==> src/design/timer_ctrl_pkg.sv <==
// constants, field layouts and carrier types for the timer control register bank
package timer_ctrl_pkg;
  // register byte offsets
  localparam logic [11:0] CNT_START_OFS   = 12'h04c;
  localparam logic [11:0] FLAG_MIRROR_OFS = 12'h050;
  localparam logic [11:0] MODE_CTRL_OFS   = 12'h054;
  localparam logic [11:0] SYNC_CFG_OFS    = 12'h058;
  localparam logic [11:0] PRESET_VAL_OFS  = 12'h05c;
  localparam logic [11:0] MASK_BUF_OFS    = 12'h060;
  localparam logic [11:0] PROTECT_OFS     = 12'h084;
  localparam logic [11:0] SCHEME_OFS      = 12'h088;
  // field positions in the mode register
  localparam int MODE_FIE_BIT   = 7;
  localparam int MODE_FM_LSB    = 5;
  localparam int MODE_CT_BIT    = 4;
  localparam int MODE_TR_BIT    = 3;
  localparam int MODE_WRITE_PROTECT_DISABLE_BIT = 2;
  localparam int MODE_INIT_BIT  = 1;
  localparam int MODE_EFE_BIT   = 0;
  // field positions in the sync register
  localparam int SYNC_SW_BIT    = 7;
  localparam int SYNC_TRIG_LSB  = 4;
  localparam int SYNC_MSEL_BIT  = 3;
  localparam int SYNC_COUNTER_RELOAD_ON_SYNC_BIT = 2;
  localparam int SYNC_MAX_BIT   = 1;
  localparam int SYNC_MIN_BIT   = 0;
  // own control registers
  localparam int PROT_WRITE_PROTECT_ENABLE_BIT  = 0;
  localparam int SCHEME_SEL_BIT = 0;
  // reset values
  localparam logic [7:0]  MODE_RST      = 8'h04;
  localparam logic [7:0]  SYNC_RST      = 8'h00;
  localparam logic [15:0] CNT_START_RST = 16'h0000;
  // fault-mode encodings and channel groups
  localparam logic [1:0]  FM_OFF        = 2'h0;
  localparam logic [1:0]  FM_EVEN_MAN   = 2'h1;
  localparam logic [1:0]  FM_ALL_MAN    = 2'h2;
  localparam logic [1:0]  FM_ALL_AUTO   = 2'h3;
  localparam logic [7:0]  EVEN_CHANNELS = 8'h55;
  localparam logic [7:0]  ALL_CHANNELS  = 8'hff;

  // synchronisation commands sent to the counter and channel datapaths
  typedef struct packed {
    logic load_values;    // copy modulo, start value and channel values
    logic load_mask;      // copy output mask buffer
    logic reload_counter; // counter takes its start value
  } sync_cmd_s;

  // global mode fields seen by the datapaths
  typedef struct packed {
    logic [7:0] fault_channels;
    logic       fault_auto_clear;
    logic       capture_test_enable;
    logic       enhanced_feature_enable;
    logic       write_protect_disable;
  } mode_view_s;
endpackage

==> src/design/timer_mode_sync_status_regs.sv <==
// global control, status, mode and synchronisation registers of an eight-channel timer
//
// Design decision made here: register access over APB.
`timescale 1ns/1ps

module timer_mode_sync_status_regs
(
  // clock and reset
  input  wire logic                       pclk,
  input  wire logic                       presetn,
  // apb slave
  input  wire logic                       psel,
  input  wire logic                       penable,
  input  wire logic                       pwrite,
  input  wire logic [11:0]                paddr,
  input  wire logic [31:0]                pwdata,
  output      logic [31:0]                prdata,
  output      logic                       pready,
  output      logic                       pslverr,
  // events from the timer core
  input  wire logic [7:0]                 channel_event,
  input  wire logic                       fault_detected,
  input  wire logic [2:0]                 hw_trigger,
  input  wire logic                       counter_at_max,
  input  wire logic                       counter_at_min,
  // controls towards the timer core
  output      logic [7:0]                 channel_event_flag,
  output      logic [15:0]                counter_start_reg,
  output      timer_ctrl_pkg::mode_view_s mode_view,
  output      logic                       fault_irq,
  output      logic                       trigger_restrict_select,
  output      logic                       sync_scheme_select,
  output      timer_ctrl_pkg::sync_cmd_s  sync_cmd,
  output      logic                       output_preset_strobe,
  output      logic [7:0]                 output_preset_values,
  output      logic [7:0]                 output_mask_register
);

  ////////////////////////////////////////////////////////////////////////////////
  // bus decode

  logic        acc;
  logic        wr_acc;
  logic        rd_acc;
  logic        hit;
  logic [31:0] rdata_next;
  logic        pready_reg;
  logic [31:0] prdata_reg;
  logic        pslverr_reg;

  // storage
  logic [15:0] cnt_start_buf_reg;
  logic [15:0] cnt_start_reg;
  logic [7:0]  flags_reg;
  logic [7:0]  clr_armed_reg;
  logic        fie_reg;
  logic [1:0]  fm_reg;
  logic        ct_reg;
  logic        tr_reg;
  logic        write_protect_disable_reg;
  logic        wp_armed_reg;
  logic        efe_reg;
  logic        sw_pend_reg;
  logic [2:0]  trig_en_reg;
  logic        msel_reg;
  logic        counter_reload_on_sync_reg;
  logic        lp_max_reg;
  logic        lp_min_reg;
  logic [7:0]  preset_val_reg;
  logic        preset_strobe_reg;
  logic [7:0]  mask_buf_reg;
  logic [7:0]  mask_act_reg;
  logic        scheme_reg;
  logic        fault_irq_reg;
  logic        value_pend_reg;
  logic [2:0]  hw_prev_reg;
  timer_ctrl_pkg::sync_cmd_s  sync_cmd_reg;
  timer_ctrl_pkg::mode_view_s mode_view_reg;

  // an access completes on the first access-phase edge
  assign acc    = psel & penable & pready_reg;
  assign wr_acc = acc & pwrite;
  assign rd_acc = acc & ~pwrite;

  // read mux and address hit; reserved bits are zero-filled here
  always_comb
  begin
    rdata_next = 32'h0000_0000;
    hit        = 1'b1;
    unique case (paddr)
      timer_ctrl_pkg::CNT_START_OFS:   rdata_next[15:0] = cnt_start_buf_reg;
      timer_ctrl_pkg::FLAG_MIRROR_OFS: rdata_next[7:0]  = flags_reg;
      timer_ctrl_pkg::MODE_CTRL_OFS:
        rdata_next[7:0] = {fie_reg, fm_reg, ct_reg, tr_reg, write_protect_disable_reg, 1'b0, efe_reg};
      timer_ctrl_pkg::SYNC_CFG_OFS:
        rdata_next[7:0] = {sw_pend_reg, trig_en_reg, msel_reg, counter_reload_on_sync_reg, lp_max_reg, lp_min_reg};
      timer_ctrl_pkg::PRESET_VAL_OFS:  rdata_next[7:0]  = preset_val_reg;
      timer_ctrl_pkg::MASK_BUF_OFS:    rdata_next[7:0]  = mask_buf_reg;
      timer_ctrl_pkg::PROTECT_OFS:     rdata_next[0]    = ~write_protect_disable_reg;
      timer_ctrl_pkg::SCHEME_OFS:      rdata_next[0]    = scheme_reg;
      default:                         hit              = 1'b0;
    endcase
  end

  // zero-wait slave: ready and data are prepared in the setup cycle
  always_ff @(posedge pclk or negedge presetn)
  begin
    if (!presetn)
    begin
      pready_reg  <= 1'b0;
      prdata_reg  <= 32'h0000_0000;
      pslverr_reg <= 1'b0;
    end
    else
    begin
      pready_reg  <= psel & ~penable;
      prdata_reg  <= (psel & ~penable & ~pwrite) ? rdata_next : 32'h0000_0000;
      pslverr_reg <= psel & ~penable & ~hit;
    end
  end

  ////////////////////////////////////////////////////////////////////////////////
  // counter start value: buffered, made active by a value load or in legacy mode

  always_ff @(posedge pclk or negedge presetn)
  begin
    if (!presetn)
    begin
      cnt_start_buf_reg <= timer_ctrl_pkg::CNT_START_RST;
      cnt_start_reg     <= timer_ctrl_pkg::CNT_START_RST;
    end
    else
    begin
      if (wr_acc && paddr == timer_ctrl_pkg::CNT_START_OFS)
        cnt_start_buf_reg <= pwdata[15:0];
      if (sync_cmd_reg.load_values || !efe_reg)
        cnt_start_reg <= cnt_start_buf_reg;
    end
  end

  ////////////////////////////////////////////////////////////////////////////////
  // channel event flags with read-then-write-zero clearing

  logic       stat_wr;
  logic [7:0] flag_clear;

  assign stat_wr    = wr_acc && paddr == timer_ctrl_pkg::FLAG_MIRROR_OFS;
  // only bits armed by a read, written 0, with no new event, may clear
  assign flag_clear = stat_wr ? (clr_armed_reg & ~pwdata[7:0] & ~channel_event) : 8'h00;

  // a new event disarms the bit, so a stale clearing write has no effect
  always_ff @(posedge pclk or negedge presetn)
  begin
    if (!presetn)
    begin
      flags_reg     <= 8'h00;
      clr_armed_reg <= 8'h00;
    end
    else
    begin
      flags_reg <= (flags_reg & ~flag_clear) | channel_event;
      if (stat_wr)
        clr_armed_reg <= 8'h00;
      else if (rd_acc && paddr == timer_ctrl_pkg::FLAG_MIRROR_OFS)
        clr_armed_reg <= (clr_armed_reg | prdata_reg[7:0]) & ~channel_event;
      else
        clr_armed_reg <= clr_armed_reg & ~channel_event;
    end
  end

  ////////////////////////////////////////////////////////////////////////////////
  // mode register, write protection and fault control

  logic mode_wr;
  logic prot_wr;
  logic fault_on;

  assign mode_wr  = wr_acc && paddr == timer_ctrl_pkg::MODE_CTRL_OFS;
  assign prot_wr  = wr_acc && paddr == timer_ctrl_pkg::PROTECT_OFS;
  assign fault_on = fm_reg != timer_ctrl_pkg::FM_OFF;

  // protected fields only move while protection is disabled
  always_ff @(posedge pclk or negedge presetn)
  begin
    if (!presetn)
    begin
      fie_reg <= timer_ctrl_pkg::MODE_RST[timer_ctrl_pkg::MODE_FIE_BIT];
      fm_reg  <= timer_ctrl_pkg::MODE_RST[timer_ctrl_pkg::MODE_FM_LSB +: 2];
      ct_reg  <= timer_ctrl_pkg::MODE_RST[timer_ctrl_pkg::MODE_CT_BIT];
      tr_reg  <= timer_ctrl_pkg::MODE_RST[timer_ctrl_pkg::MODE_TR_BIT];
      efe_reg <= timer_ctrl_pkg::MODE_RST[timer_ctrl_pkg::MODE_EFE_BIT];
    end
    else if (mode_wr)
    begin
      fie_reg <= pwdata[timer_ctrl_pkg::MODE_FIE_BIT];
      tr_reg  <= pwdata[timer_ctrl_pkg::MODE_TR_BIT];
      if (write_protect_disable_reg)
      begin
        fm_reg  <= pwdata[timer_ctrl_pkg::MODE_FM_LSB +: 2];
        ct_reg  <= pwdata[timer_ctrl_pkg::MODE_CT_BIT];
        efe_reg <= pwdata[timer_ctrl_pkg::MODE_EFE_BIT];
      end
    end
  end

  // disable sets only after the enable bit was read as 1; enable write clears it
  always_ff @(posedge pclk or negedge presetn)
  begin
    if (!presetn)
    begin
      write_protect_disable_reg    <= timer_ctrl_pkg::MODE_RST[timer_ctrl_pkg::MODE_WRITE_PROTECT_DISABLE_BIT];
      wp_armed_reg <= 1'b0;
    end
    else
    begin
      if (prot_wr && pwdata[timer_ctrl_pkg::PROT_WRITE_PROTECT_ENABLE_BIT])
      begin
        write_protect_disable_reg    <= 1'b0;
        wp_armed_reg <= 1'b0;
      end
      else if (mode_wr && pwdata[timer_ctrl_pkg::MODE_WRITE_PROTECT_DISABLE_BIT] && wp_armed_reg)
      begin
        write_protect_disable_reg    <= 1'b1;
        wp_armed_reg <= 1'b0;
      end
      else if (rd_acc && paddr == timer_ctrl_pkg::PROTECT_OFS && prdata_reg[0])
        wp_armed_reg <= 1'b1;
    end
  end

  // fault channel groups, interrupt request and the exported mode view
  always_ff @(posedge pclk or negedge presetn)
  begin
    if (!presetn)
    begin
      fault_irq_reg <= 1'b0;
      mode_view_reg <= '0;
    end
    else
    begin
      fault_irq_reg <= fault_detected & fault_on & fie_reg;
      unique case (fm_reg)
        timer_ctrl_pkg::FM_OFF:      mode_view_reg.fault_channels <= 8'h00;
        timer_ctrl_pkg::FM_EVEN_MAN: mode_view_reg.fault_channels <= timer_ctrl_pkg::EVEN_CHANNELS;
        timer_ctrl_pkg::FM_ALL_MAN:  mode_view_reg.fault_channels <= timer_ctrl_pkg::ALL_CHANNELS;
        timer_ctrl_pkg::FM_ALL_AUTO: mode_view_reg.fault_channels <= timer_ctrl_pkg::ALL_CHANNELS;
      endcase
      mode_view_reg.fault_auto_clear        <= fm_reg == timer_ctrl_pkg::FM_ALL_AUTO;
      mode_view_reg.capture_test_enable     <= ct_reg;
      mode_view_reg.enhanced_feature_enable <= efe_reg;
      mode_view_reg.write_protect_disable   <= write_protect_disable_reg;
    end
  end

  ////////////////////////////////////////////////////////////////////////////////
  // output preset strobe and preset values

  always_ff @(posedge pclk or negedge presetn)
  begin
    if (!presetn)
    begin
      preset_val_reg    <= 8'h00;
      preset_strobe_reg <= 1'b0;
    end
    else
    begin
      if (wr_acc && paddr == timer_ctrl_pkg::PRESET_VAL_OFS)
        preset_val_reg <= pwdata[7:0];
      preset_strobe_reg <= mode_wr & pwdata[timer_ctrl_pkg::MODE_INIT_BIT];
    end
  end

  ////////////////////////////////////////////////////////////////////////////////
  // synchronisation config, triggers and loading points

  logic       sync_wr;
  logic       sw_fire;
  logic       hw_fire;
  logic       restrict_on;
  logic       value_trig;
  logic       mask_trig;
  logic       lp_enabled;
  logic       at_lp;
  logic       load_values_now;

  assign sync_wr     = wr_acc && paddr == timer_ctrl_pkg::SYNC_CFG_OFS;
  assign sw_fire     = sync_wr && pwdata[timer_ctrl_pkg::SYNC_SW_BIT];
  assign hw_fire     = |(hw_trigger & ~hw_prev_reg & trig_en_reg);
  assign restrict_on = ~scheme_reg & tr_reg;
  // restricted: software drives value loads, hardware drives mask and counter
  assign value_trig  = sw_fire | (hw_fire & ~restrict_on);
  assign mask_trig   = hw_fire | (sw_fire & ~restrict_on);
  assign lp_enabled  = lp_max_reg | lp_min_reg;
  assign at_lp       = (lp_max_reg & counter_at_max) | (lp_min_reg & counter_at_min);
  // with loading points on, a pending value load waits for the next one;
  // if the points are switched off meanwhile, the pending load goes out at once
  assign load_values_now = lp_enabled ? ((value_pend_reg | value_trig) & at_lp)
                                      : (value_pend_reg | value_trig);

  always_ff @(posedge pclk or negedge presetn)
  begin
    if (!presetn)
    begin
      trig_en_reg <= timer_ctrl_pkg::SYNC_RST[timer_ctrl_pkg::SYNC_TRIG_LSB +: 3];
      msel_reg    <= timer_ctrl_pkg::SYNC_RST[timer_ctrl_pkg::SYNC_MSEL_BIT];
      counter_reload_on_sync_reg  <= timer_ctrl_pkg::SYNC_RST[timer_ctrl_pkg::SYNC_COUNTER_RELOAD_ON_SYNC_BIT];
      lp_max_reg  <= timer_ctrl_pkg::SYNC_RST[timer_ctrl_pkg::SYNC_MAX_BIT];
      lp_min_reg  <= timer_ctrl_pkg::SYNC_RST[timer_ctrl_pkg::SYNC_MIN_BIT];
      scheme_reg  <= 1'b0;
    end
    else
    begin
      if (sync_wr)
      begin
        trig_en_reg <= pwdata[timer_ctrl_pkg::SYNC_TRIG_LSB +: 3];
        msel_reg    <= pwdata[timer_ctrl_pkg::SYNC_MSEL_BIT];
        counter_reload_on_sync_reg  <= pwdata[timer_ctrl_pkg::SYNC_COUNTER_RELOAD_ON_SYNC_BIT];
        lp_max_reg  <= pwdata[timer_ctrl_pkg::SYNC_MAX_BIT];
        lp_min_reg  <= pwdata[timer_ctrl_pkg::SYNC_MIN_BIT];
      end
      if (wr_acc && paddr == timer_ctrl_pkg::SCHEME_OFS)
        scheme_reg <= pwdata[timer_ctrl_pkg::SCHEME_SEL_BIT];
    end
  end

  // software trigger reads 1 until its value load has happened
  always_ff @(posedge pclk or negedge presetn)
  begin
    if (!presetn)
    begin
      sw_pend_reg    <= 1'b0;
      value_pend_reg <= 1'b0;
      hw_prev_reg    <= 3'h0;
    end
    else
    begin
      hw_prev_reg    <= hw_trigger;
      sw_pend_reg    <= (sw_pend_reg | sw_fire) & ~load_values_now;
      value_pend_reg <= (value_pend_reg | (value_trig & lp_enabled)) & ~load_values_now;
    end
  end

  // sync commands and the active output mask
  always_ff @(posedge pclk or negedge presetn)
  begin
    if (!presetn)
    begin
      sync_cmd_reg <= '0;
      mask_act_reg <= 8'h00;
    end
    else
    begin
      sync_cmd_reg.load_values    <= load_values_now;
      sync_cmd_reg.load_mask      <= mask_trig;
      sync_cmd_reg.reload_counter <= mask_trig & counter_reload_on_sync_reg;
      if (!msel_reg || mask_trig)
        mask_act_reg <= mask_buf_reg;
    end
  end

  always_ff @(posedge pclk or negedge presetn)
  begin
    if (!presetn)
      mask_buf_reg <= 8'h00;
    else if (wr_acc && paddr == timer_ctrl_pkg::MASK_BUF_OFS)
      mask_buf_reg <= pwdata[7:0];
  end

  ////////////////////////////////////////////////////////////////////////////////
  // outputs

  assign prdata                  = prdata_reg;
  assign pready                  = pready_reg;
  assign pslverr                 = pslverr_reg;
  assign channel_event_flag      = flags_reg;
  assign counter_start_reg       = cnt_start_reg;
  assign mode_view               = mode_view_reg;
  assign fault_irq               = fault_irq_reg;
  assign trigger_restrict_select = tr_reg;
  assign sync_scheme_select      = scheme_reg;
  assign sync_cmd                = sync_cmd_reg;
  assign output_preset_strobe    = preset_strobe_reg;
  assign output_preset_values    = preset_val_reg;
  assign output_mask_register    = mask_act_reg;

endmodule

==> config.mk <==
export PLATFORM = sky130hd
export DESIGN_NAME = timer_mode_sync_status_regs
export DESIGN_NICKNAME = d
export VERILOG_FILES = /design/src/design/timer_ctrl_pkg.sv /design/src/design/timer_mode_sync_status_regs.sv
export SDC_FILE = /design/constraint.sdc
export NUM_CORES = 1
export LEC_CHECK = 0
export BUFFER_PORTS_ARGS = -buffer_cell sky130_fd_sc_hd__buf_2
export CORE_MARGIN = 1.5
export CORE_UTILIZATION = 30
export CTS_CLUSTER_DIAMETER = 80
export DETAILED_ROUTE_END_ITERATION = 7
export PLACE_DENSITY = 0.51
export SETUP_SLACK_MARGIN = 0.3
export SLEW_MARGIN = 20
export SYNTH_ARGS = -nofsm -noshare
export SYNTH_HDL_FRONTEND = slang
export SYNTH_SLANG_ARGS = --single-unit
==> constraint.sdc <==
create_clock -name pclk -period 2.6 [get_ports pclk]
set_input_delay 0 -clock pclk [delete_from_list [all_inputs] [get_ports pclk]]
set_output_delay 0 -clock pclk [all_outputs]
set_load 0.05 [all_outputs]
* Word-level counts from Yosys, hierarchy flattened
Cells that the tools add are included.
** Operators by class
- Equality and inequality tests :: 11
- Muxes and demuxes :: 15
- Bitwise gates (word level) :: 47
- Reductions and logical operators :: 27
** Operators by type and width (number)
- == test 12 x 7 -> 1 bit, second input constant :: 6
- one-hot mux 7 bit (6 select lines) :: 1
- bitwise AND 8 bit :: 5
- two-way mux 8 bit :: 4
- == test 12 x 8 -> 1 bit, second input constant :: 2
- NOT 8 bit :: 3
- one-hot mux 8 bit (3 select lines) :: 1
- bitwise AND 1 bit :: 20
- two-way mux 16 bit :: 1
- bitwise OR 8 bit :: 2
- logical AND 1 bit :: 15
- one-hot mux 1 bit (8 select lines) :: 1
- OR reduction 8 bit :: 1
- two-way mux 1 bit :: 7
- NOT 1 bit :: 7
- bitwise OR 1 bit :: 7
- bitwise AND 3 bit :: 2
- == test 2 bit, second input constant :: 2
- nonzero test 2 bit :: 2
- NOT 3 bit :: 1
- nonzero test 3 bit :: 1
- OR reduction 3 bit :: 1
- == test 2 x 1 -> 1 bit, second input constant :: 1
- logical NOT 1 bit :: 2
- 4 further kinds :: 5
** Word-level totals
- Register bits after elaboration :: 128
- Bits of input ports :: 63
- Output and inout bits :: 93

* Depth between registers and ports, before layout
Gate-level depths: netlist of the first run.
- Word-level depth :: 11
- Mapped depth :: 7
- Mapped depth without buffers :: 4

* Least setup slack after synthesis of the first run
No wires, ideal clock.
- Kind :: register to register
- Start :: register pready_reg (netlist: pready)
- End :: register preset_val_reg[0] (netlist: output_preset_values[0])
- Library setup time :: 0.125 ns
- Data arrival time :: 2.074 ns
- Data required time :: 2.475 ns
- Slack :: 0.401 ns
- Cell stages (with the launch flop) :: 6
- Path buffers :: 1
- Cells stage by stage :: dfrtp_1 -> nand3_1 -> or4_1 -> buf_2 -> nor3_4 -> mux2_2
** On the way
- Cells in the longest elaborated chain, start to end :: 3
** RTL lines
- start, declared :: line timer_mode_sync_status_regs.sv:47 : logic pready_reg;
- start signal, assigned :: line timer_mode_sync_status_regs.sv:116 : pready_reg <= psel & ~penable;
- bitwise AND 1 bit :: line timer_mode_sync_status_regs.sv:81 : assign acc = psel & penable & pready_reg;
- bitwise AND 1 bit :: line timer_mode_sync_status_regs.sv:82 : assign wr_acc = acc & pwrite;
- logical AND 1 bit :: line timer_mode_sync_status_regs.sv:267 : if (wr_acc && paddr == timer_ctrl_pkg::PRESET_VAL_OFS)
- end signal, assigned :: line timer_mode_sync_status_regs.sv:268 : preset_val_reg <= pwdata[7:0];
- end, declared :: line timer_mode_sync_status_regs.sv:69 : logic [7:0] preset_val_reg;
Every way passes these cells.
A chain may end at the register's enable or synchronous reset.

* Final worst setup path of the first run
- Start :: input port paddr[8]
- End :: register preset_val_reg[3] (netlist: output_preset_values[3])
** On the way
- Cells in the longest elaborated chain, start to end :: 2
** RTL lines
- start, declared :: line timer_mode_sync_status_regs.sv:15 : input wire logic [11:0] paddr,
- == test 12 x 7 -> 1 bit :: line timer_mode_sync_status_regs.sv:267
- logical AND 1 bit :: line timer_mode_sync_status_regs.sv:267
Every way passes these cells.

==> results of run 1 <==
[power breakdown]
group	internal, mW	switching [mW]	total [mW]
combinational	0.0866	0.167	0.253
sequential	1.90	0.00158	1.91
clock	1.80	0.842	2.64
total	3.79	1.01	4.80
[cells by family (layout without fill, tap and decap cells)]
logic type | count (synthesis) | count (layout) | synth area share
AOI/OAI and AO/OA | 54 | 54 | 0.0727
buffers and inverters | 47 | 212 | 0.0516
DFF | 122 | 122 | 0.580
muxes | 81 | 81 | 0.171
other | 1 | 17 | 0.000712
and+or+nand+nor | 99 | 99 | 0.124
[layout by cell type, fill, tap and decap left out, drive strengths merged, types with 4 or more instances in the layout]
cell type	count
buf	144
dfrtp	121
mux2	72
dlygate4sd3	33
clkbuf	22
and2	17
conb	16
nor3	15
nor2	11
nand4b	10
a21oi	10
a31oi	9
mux2i	9
a21o	8
o21ai	8
nand3	7
nand2	5
nand3b	5
bufinv	5
nand4	4
o2bb2ai	4
nor2b	4
[final timing paths]
kind / endpoint / slack (ns) / depth (start not counted) / startpoint
setup reg to reg: output_preset_values[3]$_DFFE_PN0P_ / 0.59 / 5 / pready$_DFF_PN0_
min in group asynchronous: output_mask_register[2]$_DFFE_PN0P_ / 0.04 / 2 / presetn
hold / removal: value_pend_reg$_DFF_PN0_ / 0.03 / 4 / counter_at_min
hold reg to reg: mode_view[2]$_DFF_PN0_ / 0.40 / 0 / ct_reg$_DFFE_PN0P_
max in group asynchronous: trig_en_reg[0]$_DFFE_PN0N_ / 1.74 / 3 / presetn
setup / recovery: output_preset_values[3]$_DFFE_PN0P_ / 0.45 / 7 / paddr[8]
[stage by stage]
stage | worst slack (ns) | hold slack (ns) | power, mW | utilization
after floorplan | 0.401 | -0.296 | 2.06 | -
after global placement | 0.313 | -0.0598 | 2.15 | 0.356
after detailed placement | 0.281 | -0.0524 | 2.16 | 0.356
after CTS | 0.477 | 0.00602 | 4.87 | 0.415
after global routing | 0.407 | 0.0543 | 4.99 | 0.415
final | 0.454 | 0.0283 | 4.80 | 0.415
[cell type report]
| type | count | share of cell area |
|---|---|---|
| sequential | 122 | 0.427 |
| multi-input combinational | 250 | 0.279 |
| timing repair buffer | 177 | 0.158 |
| clock buffer | 22 | 0.0677 |
| tap | 225 | 0.0394 |
| clock inverter | 10 | 0.0263 |
| inverter | 3 | 0.00158 |
| antenna | 1 | 0.000350 |
[timing repair]
action | 4_1_cts | 5_1_grt
hold buffers | 33 | 0
endpoints found under the setup margin | 0 | 0
hold endpoints to repair | 194 | 0
[worst reg2reg max path, delay by kind of cell (launching register included)]
family	cells	cell delay, ns
buf+inv	1	0.20
simple gates	3	0.99
mux	1	0.34
flops	1	0.36
[per-layer routing]
metal / track usage / up-vias / wire, microns
li1: - / 1782 / -
met1: 0.213 / 1937 / 6290
met2: 0.266 / 113 / 6990
met3: 0.0542 / 20 / 945
met4: 0.0645 / 2 / 210
met5: 0 / - / 11
==> metrics.md, run 1 <==
| Metric | Value |
|---|---|
| CTS tree | yes |
| Number of gates resized after cts | 0 |
| Setup Viol. Count Final | 0 |
| Post-DRT Antenna Nets | 0 |
| Placed Instance Area | 6140 sq um |
| Critical Path RT | 2.90 ns |
| Non-filler cells, final | 810 |
| Critical path buffer and inverter count | 3 |
| Ports | 156 |
| Max Fclk | 0.466 GHz |
| WL final | 14.5 mm |
| Period utilization | 0.825 |
| Cts bufs inserted | 17 |
| CP Capture Type | register |
| Register Area | 3050 sq um |
| Seq/Total Area, Yosys | 0.580 |
| Synth area leaders | dfrtp_1, mux2_2, buf_4 |
| Yosys top cell area share | 0.575 |
| DRT Pass-1 Iters | 4 |
| GR Overflow Total | 0 |
| Avg Vias per Cell | 4.76 |
| Share of layout cells above drive strength 1 | 0.449 |
| Lkg Pwr | 3.57 nW |
| Final #Nets | 634 |
| Synth Register Bits | 122 |
| Total track usage | 0.168 |
| DIE AREA | 18300 sq um |
| # DRC | 0 |
| Cell variety after synth | 52 |
| CTS Sinks | 122 |
| EDFF count, synth | 0 |
| Starting density of the core | 0.305 |
| Worst-path clk slew | 0.05 ns |
| Skew final | 0.00853 ns |
| HPWL after DPL | 10.2 mm |
| Initial drt markers | 226 |
| Dominant synthesized flop cell | dfrtp_1 |
| Startpoint types | primary input |
| Wirelength per Cell | 17.8 microns |
| Synth warnings | 0 |
| Routed vias | 3854 |
| Slowest stage delay, CP | 0.71 ns |
| Max-Slew Margin vs Limit | 0.474 |
| Root Driver | clkbuf_16 |
| Cell Area, Synth | 5260 sq um |
| CP Class | in -> reg |
| CORE AREA | 17200 sq um |
| TNS Setup | 0 ns |
| Pwr Density | 672 nW/um^2 |
| Crit-path slowest cell | or4_1 |
| Worst Tran Pin Value | 0.789 ns |
| Most frequent cell after synthesis | dfrtp_1 |
| Cell accounting for the most synthesized area | dfrtp_1 |
| Row cnt | 48 |
| Largest fanout on the critical path | 8 |
| Longest Clk Path Bufs | 2 |
| Cells after synthesis | 404 |
| Worst Hold Class | in -> reg |
| Fill count | 1648 |
| RSZ-0062 raised after global routing | false |
| Vias in the first global route | 4012 |
| Synthesized area per cell | 13.0 sq um |
| Pins Over Slew Limit | 0 |
| Top Family by Delay on Critical Path | simple AND/OR/NAND/NOR gates |
| GP Congestion | 0.771 |
| First-pass GRT wire length | 22.7 mm |
| Final Hold Viols | 0 |
| VDD IR max | 0.000406 V |
| Placed cell count | 744 |
| Largest net degree at the start of global routing | 96 |
| Max Cap Violations | 0 |
| CTS H-tree lvls | 4 |
| Die Ht | 135 microns |
| Synthesis-to-finish area growth | 35.8% |
| Fraction of registers with async set/reset | 1.00 |
| Min Tclk post-route | 2.15 ns |
| Buffers on Ports | 123 |
| Initial antenna violation count | 3 |
| Buffer count from post-CTS setup fixing | 0 |
| Crit-path cells | dlygate4sd3_1, buf_2, or2_2, or4_1, nor3_4, buf_4, mux2_2 |
| Synth cell count leaders | dfrtp_1, mux2_2, buf_4 |
| Multi-input logic area | 2000 sq um |
| Fin area | 7150 sq um |
| Clock latency on the worst-skew pair | 0.42 ns |
| Status | finished clean |
| Horiz. Die Dim | 135 microns |
| Critical path arrival | 2.44 ns |
No activity file was read; power rests on OpenSTA's default activity.
==> run 2: changes to the inputs <==
ABC_AREA = 1   (was not set)
clock period = 2.25 ns   (was 2.6 ns; I/O delays follow)
==> metrics.md, run 2 <==
| Metric | Value |
|---|---|
| Root Driver | clkbuf_16 |
| CORE AREA | 17500 sq um (+1.4%) |
| Cells after synthesis | 576 (+43%) |
| Most frequent cell after synthesis | nand2_1 |
| Commonest non-fill, non-tap cell in the layout | nand2_1 |
| Synth cell count leaders | nand2_1, dfrtp_1, nand3_1 |
| Critical Path RT | 2.53 ns (-0.37 ns) |
| Cell Area, Synth | 5420 sq um (+3.0%) |
| Final Hold Viols | 0 (unchanged) |
| CP Capture Type | register |
| TNS Setup | 0 ns (unchanged) |
| Worst Hold Class | in -> reg |
| Avg Vias per Cell | 4.54 (-4.5%) |
| Pins Over Slew Limit | 0 (unchanged) |
| Startpoint types | register |
| Fraction of registers with async set/reset | 1.00 (unchanged) |
| Worst Tran Pin Value | 0.611 ns (-0.178 ns) |
| WL final | 15.1 mm (+4.7%) |
| DRT Pass-1 Iters | 4 (unchanged) |
| Synth Register Bits | 122 (unchanged) |
| Yosys top cell area share | 0.559 (-0.0166) |
| Seq/Total Area, Yosys | 0.563 (-0.0167) |
| First-pass GRT wire length | 23.8 mm (+5.1%) |
| Status | finished clean |
| Pwr Density | 728 nW/um^2 (+8.3%) |
| Row cnt | 48 (unchanged) |
| Vias in the first global route | 4420 (+10%) |
| Most frequent cells in the layout | nand2_1, buf_2, dfrtp_1 |
| GP Congestion | 0.824 (+6.9%) |
| Longest Clk Path Bufs | 2 (unchanged) |
| CP Class | reg -> reg |
| Initial antenna violation count | 0 (-3) |
| Synthesis-to-finish area growth | 29.9% |
| Worst-path clk slew | 0.05 ns (about the same) |
| Synthesized area per cell | 9.41 sq um (-28%) |
| Largest fanout on the critical path | 24 (+16) |
| Skew final | 0.00911 ns (+0.000587 ns) |
| GR Overflow Total | 0 (unchanged) |
| Buffer count from post-CTS setup fixing | 0 (unchanged) |
| Register Area | 3050 sq um (unchanged) |
| Top Family by Delay on Critical Path | simple AND/OR/NAND/NOR gates |
| Max Cap Violations | 0 (unchanged) |
| ANT cells | 0 (-1) |
| Number of gates resized after cts | 0 (unchanged) |
| Cts bufs inserted | 17 (unchanged) |
| Setup Viol. Count Final | 0 (unchanged) |
| Largest net degree at the start of global routing | 49 (-49%) |
| Synth area leaders | dfrtp_1, nand2_1, nand3_1 |
| Buffers on Ports | 123 (unchanged) |
| HPWL after DPL | 11.1 mm (+8.4%) |
| RSZ-0062 raised after global routing | false |
| EDFF count, synth | 0 (unchanged) |
| # DRC | 0 (unchanged) |
| Multi-input logic area | 1950 sq um (-2.3%) |
| Post-CTS Hold Buffers | 32 (-3.0%) |
| CTS Sinks | 122 (unchanged) |
| Clock latency on the worst-skew pair | 0.41 ns (about the same) |
| Ports | 156 (unchanged) |
| Post-DRT Antenna Nets | 0 (unchanged) |
| Routed vias | 4408 (+14%) |
| VDD IR max | 0.000489 V (+21%) |
| CTS H-tree lvls | 4 (unchanged) |
| Wirelength per Cell | 15.6 microns (-13%) |
| Share of layout cells above drive strength 1 | 0.272 (-0.176) |
| Critical path arrival | 1.87 ns (-0.57 ns) |
| CTS tree | yes |
| Fill count | 1741 (+5.6%) |
| Max Fclk | 0.626 GHz |
| Max-Slew Margin vs Limit | 0.592 (+0.118) |
| DIE AREA | 18900 sq um (+2.9%) |
| Critical path buffer and inverter count | 1 (-2) |
| Total track usage | 0.169 (+0.00137) |
| Cell accounting for the most synthesized area | dfrtp_1 |
| Period utilization | 0.710 |
| Total chip power | 5.13 mW (+6.7%) |
| Initial drt markers | 263 (+16%) |
| Die Ht | 137 microns (+1.4%) |
| Dominant synthesized flop cell | dfrtp_1 |
| Final #Nets | 797 (+26%) |
| Starting density of the core | 0.310 (+0.00475) |
| Cell variety after synth | 36 (-31%) |
| Min Tclk post-route | 1.60 ns |
| Horiz. Die Dim | 137 microns (+1.4%) |
| Synth warnings | 0 (unchanged) |
| Crit-path cells | nand4_4, inv_2, nand2_4, nand2_1, o21ai_0 |
| Lkg Pwr | 3.70 nW (+3.7%) |
| Slowest stage delay, CP | 0.40 ns (-0.31 ns) |
| Crit-path slowest cell | dfrtp_1 |
-- run 2: layout make-up --
| type | instances | area share |
|---|---|---|
| multi-input combinational | 382 | 0.277 |
| tap | 225 | 0.0400 |
| clock buffer | 23 | 0.0679 |
| timing repair buffer | 160 | 0.140 |
| clock inverter | 7 | 0.0131 |
| sequential | 122 | 0.434 |
| inverter | 51 | 0.0279 |
-- run 2: routing by layer --
layer / GRT usage / up-vias / part of all wire
met5: 0 / - / 0
met4: 0.0567 / 0 / 0.016
met3: 0.0361 / 18 / 0.048
met2: 0.264 / 127 / 0.47
met1: 0.233 / 2114 / 0.47
li1: - / 2149 / -
-- run 2: power by group --
part	switching (mW)	total [mW]	internal (mW)
logic	0.204	0.289	0.0845
clock network	0.929	2.63	1.70
registers	0.00301	2.21	2.20
-- run 2: tightest hold or removal path, cell delays in order --
cell	delay (ns)
buf_2	0.13
nor2_2	0.13
nand2_1	0.08
nor2_1	0.04
-- run 2: final timing paths --
path / start / endpoint / slack (ns) / depth (start not counted)
max: pready$_DFF_PN0_ / cnt_start_buf_reg[4]$_DFFE_PN0P_ / 0.65 / 5
min: pwrite / prdata[15]$_DFF_PN0_ / 0.02 / 4
max reg2reg: pready$_DFF_PN0_ / cnt_start_buf_reg[4]$_DFFE_PN0P_ / 0.65 / 5
min reg2reg: ct_reg$_DFFE_PN0P_ / mode_view[2]$_DFF_PN0_ / 0.42 / 0
max in group asynchronous: presetn / counter_start_reg[12]$_DFFE_PN0P_ / 1.27 / 3
min in group asynchronous: presetn / output_mask_register[5]$_DFFE_PN0P_ / 0.15 / 2
-- run 2: kinds of logic after synthesis --
group	count (synthesis)	synth area share
AO/OA/AOI/OAI	62	0.0669
multiplexers	16	0.0332
flip-flops	122	0.563
buffers and inverters	87	0.0868
other	1	0.000692
AND/OR/NAND/NOR	288	0.249
-- run 2: metrics by stage --
step,cell area (sq um),util,cells,hold slack (ns),worst slack (ns)
floorplan,5480,-,591,-0.296,0.578
global placement,6150,0.352,908,0.0466,0.622
detailed placement,6150,0.352,908,0.0572,0.561
CTS,7040,0.403,970,0.00483,0.656
global route,7040,0.403,970,0.0245,0.512
finish,7040,0.403,970,0.0163,0.653
==> run 3: changes to the inputs <==
clock period = 1.7 ns   (was 2.25 ns; I/O delays follow)
==> metrics.md, run 3 (same netlist as run 2, synthesis figures left out) <==
| Metric | Value |
|---|---|
| Status | finished clean |
| Final #Nets | 807 (+1.3%) |
| Startpoint types | register |
| Placed Instance Area | 6220 sq um (+1.1%) |
| CP Launch Point | pready$_DFF_PN0_ |
| Critical path buffer and inverter count | 3 (+2) |
| Starting density of the core | 0.310 (unchanged) |
| GR Overflow Total | 0 (unchanged) |
| Skew final | 0.00651 ns (-0.00260 ns) |
| Setup Viol. Count Final | 0 (unchanged) |
| CTS Sinks | 122 (unchanged) |
| Critical path arrival | 1.65 ns (-0.22 ns) |
| Critical Path RT | 1.99 ns (-0.54 ns) |
| Synthesis-to-finish area growth | 32.2% |
| Max Cap Violations | 0 (unchanged) |
| Crit-path slowest cell | dfrtp_2 |
| Final worst slack | 0.342 ns (-0.312 ns) |
| CTS H-tree lvls | 4 (unchanged) |
| Placed cell count | 911 (+0.33%) |
| CORE AREA | 17500 sq um (unchanged) |
| Final Hold Viols | 0 (unchanged) |
| Row cnt | 48 (unchanged) |
| ANT cells | 0 (unchanged) |
| DRT Pass-1 Iters | 6 (+2) |
| Worst-path clk slew | 0.05 ns (about the same) |
| Slowest stage delay, CP | 0.39 ns (about the same) |
| RSZ-0062 raised after global routing | true |
| Longest Clk Path Bufs | 2 (unchanged) |
| Root Driver | clkbuf_16 |
| HPWL after DPL | 11.2 mm (+1.1%) |
| Initial drt markers | 214 (-19%) |
| Fill count | 1737 (-0.23%) |
| Hold Slack | 0.0107 ns (-0.00555 ns) |
| Period utilization | 0.799 (+0.0893) |
| Top Family by Delay on Critical Path | buffers and inverters |
| Horiz. Die Dim | 137 microns (unchanged) |
| Most used cell, CP | buf_4 |
| Max-Slew Margin vs Limit | 0.642 (+0.0500) |
| Initial antenna violation count | 0 (unchanged) |
| CTS tree | yes |
| Cts bufs inserted | 17 (unchanged) |
| Total chip power | 6.73 mW (+31%) |
| Avg Vias per Cell | 4.68 (+2.9%) |
| CP Capture Type | register |
| # DRC | 0 (unchanged) |
| Pins Over Slew Limit | 0 (unchanged) |
| Hold Crit Start | pwdata[3] |
| First-pass GRT wire length | 24.0 mm (+0.61%) |
| Largest fanout on the critical path | 9 (-63%) |
| WL final | 15.5 mm (+2.6%) |
| Total track usage | 0.170 (+0.000894) |
| Place WS | 0.217 ns (-0.344 ns) |
| Non-filler cells, final | 977 (+0.72%) |
| Buffers on Ports | 123 (unchanged) |
| Worst Tran Pin Value | 0.536 ns (-0.0756 ns) |
| Clock latency on the worst-skew pair | 0.41 ns (about the same) |
| Vias in the first global route | 4556 (+3.1%) |
| Commonest non-fill, non-tap cell in the layout | nand2_1 |
| Largest net degree at the start of global routing | 52 (+6.1%) |
| TNS Setup | 0 ns (unchanged) |
| Routed vias | 4570 (+3.7%) |
| Worst Hold Class | in -> reg |
| Reg-to-reg startpoint | pready$_DFF_PN0_ |
| Wirelength per Cell | 15.9 microns (+1.9%) |
| VDD IR max | 0.000635 V (+30%) |
| Crit-path cells | nand4_4, nor3_4, buf_12, buf_4, buf_4, a211oi_1 |
| Fin area | 7160 sq um (+1.7%) |
| Lkg Pwr | 3.75 nW (+1.2%) |
| Min Tclk post-route | 1.36 ns (-0.238 ns) |
| Post-layout util | 0.410 (+0.00687) |
| Max Fclk | 0.736 GHz (+18%) |
| Ports | 156 (unchanged) |
| Pwr Density | 940 nW/um^2 (+29%) |
| CP Class | reg -> reg |
| Die Ht | 137 microns (unchanged) |
| DIE AREA | 18900 sq um (unchanged) |
| GP Congestion | 0.790 (-4.1%) |
| Post-DRT Antenna Nets | 0 (unchanged) |
| Most frequent cells in the layout | nand2_1, buf_2, dfrtp_1 |
| Share of layout cells above drive strength 1 | 0.286 (+0.0134) |
run 3: cell types whose count changed in the layout (fill, tap and decap cells not counted), sizes merged:
cell,change
buf,+10
clkinv,-2
inv,-1
run 3: tightest hold or removal path, stage by stage:
cell	delay, ns
buf_2	0.07
inv_1	0.13
o21ai_1	0.17
run 3: worst paths after layout:
path                                                            end  slack (ns)  depth (start not counted)
worst max register to register           clr_armed_reg[5]$_DFF_PN0_        0.34                          6
max in group asynchronous         cnt_start_buf_reg[12]$_DFFE_PN0P_        0.95                          3
worst min register to register               mode_view[0]$_DFF_PN0_        0.45                          0
worst min-delay path                           msel_reg$_DFFE_PN0N_        0.01                          3
worst max-delay path                     clr_armed_reg[5]$_DFF_PN0_        0.34                          6
min in group asynchronous       output_mask_register[2]$_DFFE_PN0P_        0.10                          2
run 3: where the power goes:
part	switching [mW]	internal (mW)	total, mW
Sequential	0.00406	2.92	2.92
Combinational	0.275	0.120	0.396
Clock	1.19	2.23	3.42
Total	1.47	5.26	6.73
run 3: cell type report:
cell class,count,area (sq um),area share
well taps,225,282,0.0393
clock buffers,23,478,0.0667
multi-input cells,382,1980,0.276
clock inverters,4,70.1,0.00978
repair buffers,170,1090,0.152
inverters,51,209,0.0292
flip-flops and latches,122,3060,0.427
run 3: what timing repair did:
item	in CTS	in global routing
cloned	0	0
hold buffers	32	0
setup endpoints to repair	11	22
pin swaps	0	2
hold endpoints to repair	126	0
setup buffers	0	7
resized for setup	3	2
run 3: layer usage:
layer  routed length [microns]  up-vias  GRT usage
met5                         0        -          0
met4                       227        0     0.0667
met3                       877       10     0.0327
met2                      7200      164      0.268
met1                      7220     2218      0.230
li1                          -     2178          -
